==> src/fsps_pkg.sv <==
// Purpose: constants and carrier types of the flash self-program sequencer
// Assumes: 200 MHz system clock, byte-addressed 32-bit register bus
// Notes: flash has 64 pages of 32 words of 16 bits
`default_nettype none
package fsps_pkg;
   localparam int CLK_MHZ = 200;
   // programming time per erase or write, nanoseconds
   localparam int PROG_MIN_NS = 3200000;
   localparam int PROG_MAX_NS = 3400000;
   // least time rounds up, longest rounds down
   localparam int PROG_MIN_CYC = (PROG_MIN_NS * CLK_MHZ + 999) / 1000;
   localparam int PROG_MAX_CYC = (PROG_MAX_NS * CLK_MHZ) / 1000;
   localparam int PROG_DEF_CYC = (PROG_MIN_CYC + PROG_MAX_CYC) / 2;
   // cycles after the control write in which the store may follow
   localparam logic [2:0] CMD_WINDOW = 3'h4;

   localparam int WORD_BITS = 5;
   localparam int PAGE_BITS = 6;
   localparam int PAGE_WORDS = 32;
   localparam int WORD_LSB = 1;
   localparam int PAGE_LSB = 6;

   // register byte offsets
   localparam logic [3:0] OFS_CTRL = 4'h0;
   localparam logic [3:0] OFS_PTR = 4'h4;
   localparam logic [3:0] OFS_DATA = 4'h8;
   localparam logic [3:0] OFS_STAT = 4'hc;

   // command codes of the control register
   localparam logic [7:0] CMD_LOAD = 8'h01;
   localparam logic [7:0] CMD_ERASE = 8'h03;
   localparam logic [7:0] CMD_WRITE = 8'h05;
   localparam logic [7:0] CMD_REEN = 8'h11;
   localparam logic [7:0] CTRL_RST = 8'h00;
   localparam logic [15:0] WORD_ERASED = 16'hffff;

   // status bit positions
   localparam int ST_BUSY = 0;
   localparam int ST_ARMED = 1;
   localparam int ST_EEBLK = 2;
   localparam int ST_ERASING = 3;

   typedef enum logic [1:0] {FSPS_IDLE, FSPS_ERASE, FSPS_WRITE} fsps_mode_t;

   typedef struct packed {
      logic erase_start;
      logic write_start;
      logic [PAGE_BITS-1:0] page;
   } fsps_flash_req_t;

   typedef struct packed {
      logic [3:0] address;
      logic read;
      logic write;
      logic [31:0] writedata;
      logic [3:0] byteenable;
   } fsps_avm_req_t;
endpackage : fsps_pkg
`default_nettype wire

==> src/fsps_sequencer.sv <==
// Purpose: flash self-program sequencer: page buffer, erase, page write
// Assumes: core pulses spm_exec for each store-program-memory instruction
// Notes: registers on Avalon-MM, one wait state on every access
`default_nettype none
module fsps_sequencer #(
   parameter int PROG_CYCLES = fsps_pkg::PROG_DEF_CYC
) (
   // system
   input wire logic clk,
   input wire logic nrst,
   // register bus
   input wire fsps_pkg::fsps_avm_req_t avm_req,
   output logic avm_waitrequest,
   output logic [31:0] avm_readdata,
   // processor core
   input wire logic spm_exec,
   output logic core_stall,
   // data eeprom
   input wire logic eeprom_busy,
   input wire logic eeprom_write_start,
   // flash array
   output fsps_pkg::fsps_flash_req_t flash_req,
   output logic [fsps_pkg::PAGE_WORDS-1:0][15:0] flash_page_data,
   output logic flash_busy
);
   typedef struct packed {
      fsps_pkg::fsps_mode_t mode;
      logic [7:0] ctrl;
      logic [2:0] window;
      logic [15:0] ptr;
      logic [15:0] data;
      logic [31:0] timer;
      logic [fsps_pkg::PAGE_WORDS-1:0][15:0] pbuf;
      logic ack;
      logic [31:0] rdata;
      fsps_pkg::fsps_flash_req_t freq;
   } fsps_state_t;

   fsps_state_t s;
   fsps_state_t next_s;

   // byte-lane merge of a 16-bit register
   function automatic logic [15:0] merge16(input logic [15:0] old,
                                           input logic [31:0] wd,
                                           input logic [3:0] be);
      logic [15:0] r;
      r = old;
      if (be[0]) begin
         r[7:0] = wd[7:0];
      end
      if (be[1]) begin
         r[15:8] = wd[15:8];
      end
      return r;
   endfunction

   function automatic logic [fsps_pkg::PAGE_WORDS-1:0][15:0] erased_buf();
      logic [fsps_pkg::PAGE_WORDS-1:0][15:0] b;
      for (int i = 0; i < fsps_pkg::PAGE_WORDS; i++) begin
         b[i] = fsps_pkg::WORD_ERASED;
      end
      return b;
   endfunction

   logic [fsps_pkg::WORD_BITS-1:0] word_in_page_field;
   logic [fsps_pkg::PAGE_BITS-1:0] page_select_field;
   logic bus_req;
   logic [31:0] prog_last;

   assign word_in_page_field =
      s.ptr[fsps_pkg::WORD_LSB +: fsps_pkg::WORD_BITS];
   assign page_select_field =
      s.ptr[fsps_pkg::PAGE_LSB +: fsps_pkg::PAGE_BITS];
   assign bus_req = avm_req.read | avm_req.write;
   assign prog_last = 32'(PROG_CYCLES - 1);

   always_comb begin
      next_s = s;
      next_s.freq.erase_start = 1'b0;
      next_s.freq.write_start = 1'b0;

      // bus: every access answered in the cycle after it is raised
      next_s.ack = bus_req & ~s.ack;
      if (bus_req && !s.ack) begin
         case (avm_req.address)
            fsps_pkg::OFS_CTRL: next_s.rdata = {24'h00_0000, s.ctrl};
            fsps_pkg::OFS_PTR: next_s.rdata = {16'h0000, s.ptr};
            fsps_pkg::OFS_DATA: next_s.rdata = {16'h0000, s.data};
            fsps_pkg::OFS_STAT: begin
               next_s.rdata = 32'h0000_0000;
               next_s.rdata[fsps_pkg::ST_BUSY] = s.mode != fsps_pkg::FSPS_IDLE;
               next_s.rdata[fsps_pkg::ST_ARMED] = s.window != 3'h0;
               next_s.rdata[fsps_pkg::ST_EEBLK] = eeprom_busy;
               next_s.rdata[fsps_pkg::ST_ERASING] =
                  s.mode == fsps_pkg::FSPS_ERASE;
            end
            default: next_s.rdata = 32'h0000_0000;
         endcase
      end

      // the command window counts down; unused command is dropped
      if (s.window != 3'h0) begin
         next_s.window = s.window - 3'h1;
         if (s.window == 3'h1 && s.mode == fsps_pkg::FSPS_IDLE) begin
            next_s.ctrl = fsps_pkg::CTRL_RST;
         end
      end

      if (bus_req && s.ack && avm_req.write) begin
         case (avm_req.address)
            fsps_pkg::OFS_PTR:
               next_s.ptr = merge16(s.ptr, avm_req.writedata,
                                    avm_req.byteenable);
            fsps_pkg::OFS_DATA:
               next_s.data = merge16(s.data, avm_req.writedata,
                                     avm_req.byteenable);
            fsps_pkg::OFS_CTRL: begin
               // an eeprom write in progress locks out every command
               if (avm_req.byteenable[0] && !eeprom_busy &&
                   s.mode == fsps_pkg::FSPS_IDLE) begin
                  if (avm_req.writedata[7:0] == fsps_pkg::CMD_REEN) begin
                     next_s.pbuf = erased_buf();
                     next_s.ctrl = fsps_pkg::CTRL_RST;
                     next_s.window = 3'h0;
                  end else begin
                     next_s.ctrl = avm_req.writedata[7:0];
                     next_s.window = fsps_pkg::CMD_WINDOW;
                  end
               end
            end
            default: ;
         endcase
      end

      // the store instruction, taken only while a command is armed
      if (spm_exec && s.window != 3'h0 && s.mode == fsps_pkg::FSPS_IDLE &&
          !eeprom_busy) begin
         next_s.window = 3'h0;
         next_s.ctrl = fsps_pkg::CTRL_RST;
         case (s.ctrl)
            fsps_pkg::CMD_LOAD: begin
               // any word slot, any order; a repeat overwrites
               next_s.pbuf[word_in_page_field] = s.data;
            end
            fsps_pkg::CMD_ERASE: begin
               next_s.mode = fsps_pkg::FSPS_ERASE;
               next_s.timer = 32'h0000_0000;
               next_s.freq.erase_start = 1'b1;
               next_s.freq.page = page_select_field;
               next_s.ctrl = s.ctrl; // held until the erase ends
            end
            fsps_pkg::CMD_WRITE: begin
               next_s.mode = fsps_pkg::FSPS_WRITE;
               next_s.timer = 32'h0000_0000;
               next_s.freq.write_start = 1'b1;
               next_s.freq.page = page_select_field;
               next_s.ctrl = s.ctrl;
            end
            default: ;
         endcase
      end

      // long operations: timed, then command bits clear and core released
      case (s.mode)
         fsps_pkg::FSPS_IDLE: ;
         fsps_pkg::FSPS_ERASE,
         fsps_pkg::FSPS_WRITE: begin
            next_s.timer = s.timer + 32'h0000_0001;
            if (s.timer == prog_last) begin
               if (s.mode == fsps_pkg::FSPS_WRITE) begin
                  next_s.pbuf = erased_buf();
               end
               next_s.mode = fsps_pkg::FSPS_IDLE;
               next_s.ctrl = fsps_pkg::CTRL_RST;
            end
         end
         default: next_s.mode = fsps_pkg::FSPS_IDLE;
      endcase

      // eeprom write loses whatever has been loaded; the page being
      // written is protected only once the mode is FSPS_WRITE: a start in the same cycle as the store still wipes it
      if (eeprom_write_start && s.mode != fsps_pkg::FSPS_WRITE) begin
         next_s.pbuf = erased_buf();
      end
   end

   always_ff @(posedge clk or negedge nrst) begin
      if (!nrst) begin
         s.mode <= fsps_pkg::FSPS_IDLE;
         s.ctrl <= fsps_pkg::CTRL_RST;
         s.window <= 3'h0;
         s.ptr <= 16'h0000;
         s.data <= 16'h0000;
         s.timer <= 32'h0000_0000;
         s.pbuf <= {fsps_pkg::PAGE_WORDS{fsps_pkg::WORD_ERASED}};
         s.ack <= 1'b0;
         s.rdata <= 32'h0000_0000;
         s.freq <= '0;
      end else begin
         s <= next_s;
      end
   end

   // core waits while the array is busy
   assign core_stall = s.mode != fsps_pkg::FSPS_IDLE;
   assign avm_waitrequest = bus_req & ~s.ack;
   assign avm_readdata = s.rdata;
   assign flash_req = s.freq;
   assign flash_page_data = s.pbuf;
   assign flash_busy = core_stall;
endmodule // fsps_sequencer
`default_nettype wire

==> config.mk <==
export PLATFORM = sky130hd
export DESIGN_NAME = fsps_sequencer
export DESIGN_NICKNAME = d
export VERILOG_FILES = /design/src/fsps_pkg.sv /design/src/fsps_sequencer.sv
export SDC_FILE = /design/constraint.sdc
export NUM_CORES = 1
export LEC_CHECK = 0
export BUFFER_PORTS_ARGS = -buffer_cell sky130_fd_sc_hd__buf_2
export CORE_UTILIZATION = 55
export DETAILED_ROUTE_END_ITERATION = 10
export PLACE_DENSITY_LB_ADDON = 0.1
export SYNTH_ARGS = -nofsm -noshare
export SYNTH_HDL_FRONTEND = slang
export SYNTH_SLANG_ARGS = --single-unit
==> constraint.sdc <==
create_clock -name clk -period 2.6 [get_ports clk]
set_input_delay 0.13 -clock clk [delete_from_list [all_inputs] [get_ports clk]]
set_output_delay 0.13 -clock clk [all_outputs]
set_load 0.01 [all_outputs]
==> reports/metrics.csv, run 1 <==
metric,value,unit
status,finished clean,
swShare,25.5,%
nNetsFinal,2901,
wl_per_cell,25.3,um
numCtsBuffers,68,
final_area,0.0318,sq mm
min_period_over_period,91.6,%
drv_cap,0,
netlist_area,0.0298,sq mm
start_util,56.1,%
fin_util,59.9,%
synth-edff-count,0,
slew_headroom,46.9,%
cts_tree,done,
clkPwrFrac,44.8,%
synth-xor-area-share,0.176,%
share_comb_of_total_power,7.4,%
total_leakage_power,12.1,nW
synth_mux_area_share,1.82,%
grt_max_degree,115,
wl,90700,um
holdWs,0.0409,ns
ys_ff_latch,614,
path_cells,nor4b_1 -> nand4_1 -> nor3_2 -> mux2i_4 -> buf_12 -> buf_4 -> nand2_1,
grt_use_total,32.4,%
worstMarginPinSlew,0.796,ns
hold_viol,0,
setup_viol,0,
die_w,235,um
ys_dominant_reg_cell,dfstp_2,
htree_levels,3,
yosys.area_share.simple,11.6,%
finalSetupTns,0,ns
fillCellCount,4414,
numPortBuffers,567,
path_max_fanout,62,
seq_power_share,47.8,%
dpl-instance-area,0.0294,sq mm
min_period,2.38,ns
postRouteAntennaNets,0,
multiInputGateArea,0.00857,sq mm
synth_top_family_by_area,buffers and inverters,
hp-class,in -> reg,
rows,84,
synthArstFlopShare,100,%
synth_warnings,0,
end_kind,flop,
crit_type,reg -> reg,
setup_slack,0.219,ns
antenna_found_initial,1,
route.vias.total,21657,
crit_slowest_cell,dfrtp_1,
synthAdderAreaFrac,0.336,%
drc,0,
p_int,15.8,mW
routed_via_density,6.04,
ys_types,57,
pre_cts_slack,0.236,ns
cts_root_buffer,clkbuf_16,
mostFrequentLayoutCell,nand2_1,
vdd.ir_drop.worst,0.594,mV
rsz0062_at_grt,no,
seqCellArea,0.0160,sq mm
grt_pass1_wl,137000,um
cp.required,3.13,ns
cp.arrival,2.91,ns
avgSynthCellArea,10.4,sq um
max_stage_delay,0.43,ns
dp_hpwl,59800,um
fmax,420,MHz
place_congestion,0.886,
dp_cells,3444,
critPathLaunchType,flop,
die_h,235,um
p_total,21.2,mW
ioPinCount,602,
synth_cells,2860,
path_clk_slew,0.06,ns
die-area,0.0551,sq mm
fin_skew,0.0175,ns
synth-compound-area-share,14.5,%
coreArea,0.0531,sq mm
drt_first_pass_iters,7,
pwr_density_cell,667,mW/mm^2
first_global_vias,21168,
synth-seq-area-share,53.7,%
switching_power,5.41,mW
clock-sinks,614,
area_growth,6.78,%
overflow,0,
mostFrequentLayoutCells,"nand2_1, buf_2, o22ai_1, dfstp_2, dfrtp_1",
clk_latency,0.60,ns
slew_violations,0,
clockBufferDepth,3,
drive_above_1_share,48.8,%
fin_cells,3585,
drt_first_iter_violations,1947,
==> power by group through the flow <==
stage	registers, mW	logic (mW)	clock network (mW)
after floorplan	9.91	0.915	0
after global placement	10.3	1.51	0
after detailed placement	10.3	1.55	0
after CTS	10.1	1.58	9.66
after global routing	10.1	1.69	10.0
final	10.1	1.58	9.51
==> kinds of logic (layout without fill, tap and decap cells) <==
logic type / count (synthesis) / in the layout
AND/OR/NAND/NOR: 763 / 763
adder cells (fa/ha/maj): 8 / 8
other: 1 / 17
buffers and inverters: 787 / 808
XOR/XNOR: 6 / 6
AO/OA/AOI/OAI: 634 / 634
multiplexers: 47 / 47
flip-flops: 614 / 614
==> synthesized netlist by cell type, types with 11 or more instances <==
master	count	area (sq um)
o22ai_4	24	480
o22ai_1	515	3220
mux2_2	38	428
nand2_1	599	2250
buf_2	105	526
clkbuf_1	88	330
buf_6	11	124
dfstp_2	512	13500
nand3_2	32	320
nand3_1	42	210
nor2_1	16	60.1
a21oi_1	16	80.1
o21ai_0	35	175
dfrtp_1	102	2550
buf_4	565	4240
==> what timing repair did <==
| action | in CTS | in global routing |
|---|---|---|
| hold buffers | 20 | 0 |
| hold endpoints to repair | 99 | 0 |
| resized for setup | 0 | 0 |
| setup buffers | 0 | 0 |
==> routing by layer <==
layer  routed length, um  global-route usage (%)  vias to the layer above  share of wire [%]
li1                    -                       -                     9349                  -
met1               36800                    44.0                    11071                 41
met2               42600                    50.6                     1060                 47
met3                8000                    7.40                      177                8.8
met4                3260                    12.9                        0                3.6
met5                   0                       0                        -                  0
==> final cells by class <==
class                      count  area share (%)
sequential                   614            50.4
multi-input combinational   1474            27.0
timing repair buffer         678            12.9
clock buffer                 103            6.47
tap                          688            2.71
clock inverter                17           0.448
inverter                      10           0.118
antenna                        1         0.00787
==> worst max-delay path, delay by kind of cell (launching register included) <==
kind | cells | cell delay, ns
simple gates | 4 | 1.18
buf+inv | 2 | 0.50
flops | 1 | 0.43
mux | 1 | 0.16
==> sequential cells by signal (all words and copies together), names as in the netlist <==
name,flops
flash_page_data,512
s,72
avm_readdata,16
flash_req,8
page_select_field,6
==> worst paths after layout <==
path                                     from                    to  slack (ns)  depth (start not counted)
min                        eeprom_write_start   flash_page_data[55]        0.04                          4
min reg2reg                  avm_readdata[12]      avm_readdata[12]        0.48                          2
max reg2reg                            s[569]  flash_page_data[442]        0.22                          7
min in group asynchronous                nrst      avm_readdata[10]        0.10                          2
max in group asynchronous                nrst  flash_page_data[279]        1.46                          3
max                                    s[569]  flash_page_data[442]        0.22                          7
Note: power is estimated with default switching activity, not from simulation.
==> run 2: changes to the inputs <==
Settings changed: RECOVER_POWER from default to 50.
==> reports/metrics.csv, run 2 (synthesis results as in run 1) <==
metric,value,unit,change
path_max_fanout,62,,unchanged
p_int,15.8,mW,about the same
grt_use_total,32.4,%,unchanged
dp_hpwl,59800,um,unchanged
min_period,2.38,ns,-0.00463 ns
final_area,0.0314,sq mm,-1.2%
setup_viol,0,,unchanged
grt_pass1_wl,137000,um,unchanged
drc,0,,unchanged
clockBufferDepth,3,,unchanged
pwr_density_cell,675,mW/mm^2,+1.2%
crit_type,reg -> reg,,
start_util,56.1,%,unchanged
max_stage_delay,0.43,ns,about the same
drt_first_iter_violations,1959,,+0.62%
grt_max_degree,115,,unchanged
die_w,235,um,unchanged
wl_per_cell,25.4,um,+0.35%
min_period_over_period,91.4,%,-0.18 points
coreArea,0.0531,sq mm,unchanged
fin_util,59.2,%,-0.71 points
status,"complete, but fails checks",,
setup_slack,0.224,ns,+0.00463 ns
place_congestion,0.886,,unchanged
route.vias.total,21687,,+0.14%
postRouteAntennaNets,0,,unchanged
crit_family,simple AND/OR/NAND/NOR gates,,
overflow,0,,unchanged
fin_skew,0.0181,ns,+0.000603 ns
total_leakage_power,11.7,nW,-3.4%
cts_resized,0,,unchanged
clkPwrFrac,44.8,%,about the same
pre_cts_slack,0.236,ns,unchanged
clk_latency,0.60,ns,about the same
die-area,0.0551,sq mm,unchanged
largest_reg_flops,512,,unchanged
finalSetupTns,0,ns,unchanged
cts_root_buffer,clkbuf_16,,
mostFrequentLayoutCells,"nand2_1, o22ai_1, dfstp_2, buf_2, clkbuf_1",,
gr-max-usage-layer,met2,,
met3_usage,7.40,%,unchanged
antenna_found_initial,1,,unchanged
dp_cells,3444,,unchanged
crit_buf_inv,2,,unchanged
end_kind,flop,,
hp-class,in -> reg,,
fmax,421,MHz,+0.19%
vdd.ir_drop.worst,0.598,mV,+0.66%
fillCellCount,4530,,+2.6%
cts_tree,done,,
slew_violations,66,,+66
crit_slowest_cell,dfrtp_1,,
seq_power_share,47.8,%,about the same
drive_above_1_share,39.4,%,-9.4 points
numCtsBuffers,68,,unchanged
cp.required,3.13,ns,about the same
swShare,25.5,%,+0.043 points
p_total,21.2,mW,about the same
mostFrequentLayoutCell,nand2_1,,
dpl-instance-area,0.0294,sq mm,unchanged
rows,84,,unchanged
area_growth,5.52,%,
nNetsFinal,2901,,unchanged
violations,"capacitance limit, slew limit",,
share_comb_of_total_power,7.4,%,about the same
path_clk_slew,0.06,ns,about the same
cp.arrival,2.91,ns,about the same
routed_via_density,6.05,,+0.14%
drt_first_pass_iters,6,,-1
holdWs,0.0439,ns,+0.00295 ns
numPortBuffers,567,,unchanged
drv_cap,1,,+1
slew_headroom,-21.3,%,-68 points
wl,91000,um,+0.35%
htree_levels,3,,unchanged
clock-sinks,614,,unchanged
path_cells,nor4b_1 -> nand4_1 -> nor3_2 -> mux2i_4 -> buf_12 -> buf_4 -> nand2_1,,
hold_viol,0,,unchanged
fin_cells,3585,,unchanged
worstMarginPinSlew,1.82,ns,+1.02 ns
rsz0062_at_grt,no,,
die_h,235,um,unchanged
switching_power,5.42,mW,+0.13%
gr-usage-met1,44.0,%,unchanged
first_global_vias,21168,,unchanged
critPathLaunchType,flop,,
use_met2,50.6,%,unchanged
ioPinCount,602,,unchanged
-- run 2: cell type report --
| cell class | instances | area (sq um) | share of cell area, % |
|---|---|---|---|
| multi-input combinational | 1474 | 8570 | 27.3 |
| timing repair buffer | 678 | 3730 | 11.9 |
| tap | 688 | 861 | 2.74 |
| clock buffer | 103 | 2060 | 6.54 |
| antenna | 1 | 2.50 | 0.00796 |
| clock inverter | 17 | 143 | 0.454 |
| sequential | 614 | 16000 | 51.0 |
| inverter | 10 | 37.5 | 0.119 |
-- run 2: timing repair --
action,4_1_cts,5_1_grt
buffers inserted,0,0
endpoints found under the hold margin,99,0
hold buffers,20,0
-- run 2: worst min-delay path, delay by kind of cell --
kind	cells	cell delay (ns)
buffers and inverters	2	0.31
multiplexers	1	0.09
AND/OR/NAND/NOR	1	0.08
-- run 2: metal layers --
metal,routed length (um),up-vias
met5,0,-
met2,42600,1051
met3,7970,177
li1,-,9367
met4,3310,0
met1,37100,11092
-- run 2: path summary, 6_finish.rpt --
check | start | end | slack [ns] | depth (start not counted)
min in group asynchronous | nrst | avm_readdata[8] | 0.58 | 2
worst min-delay path | eeprom_write_start | flash_page_data[55] | 0.04 | 4
worst max-delay path | s[569] | flash_page_data[442] | 0.22 | 7
worst min register to register | avm_readdata[12] | avm_readdata[12] | 0.48 | 2
max in group asynchronous | nrst | flash_page_data[432] | 0.35 | 3
worst max register to register | s[569] | flash_page_data[442] | 0.22 | 7
-- run 2: power by group through the flow --
| stage | logic [mW] | registers [mW] | clock network (mW) |
|---|---|---|---|
| after CTS | 1.58 | 10.1 | 9.66 |
| final | 1.57 | 10.1 | 9.51 |
| after global placement | 1.51 | 10.3 | 0 |
| after global routing | 1.68 | 10.1 | 10.0 |
| after detailed placement | 1.55 | 10.3 | 0 |
| after floorplan | 0.915 | 9.91 | 0 |
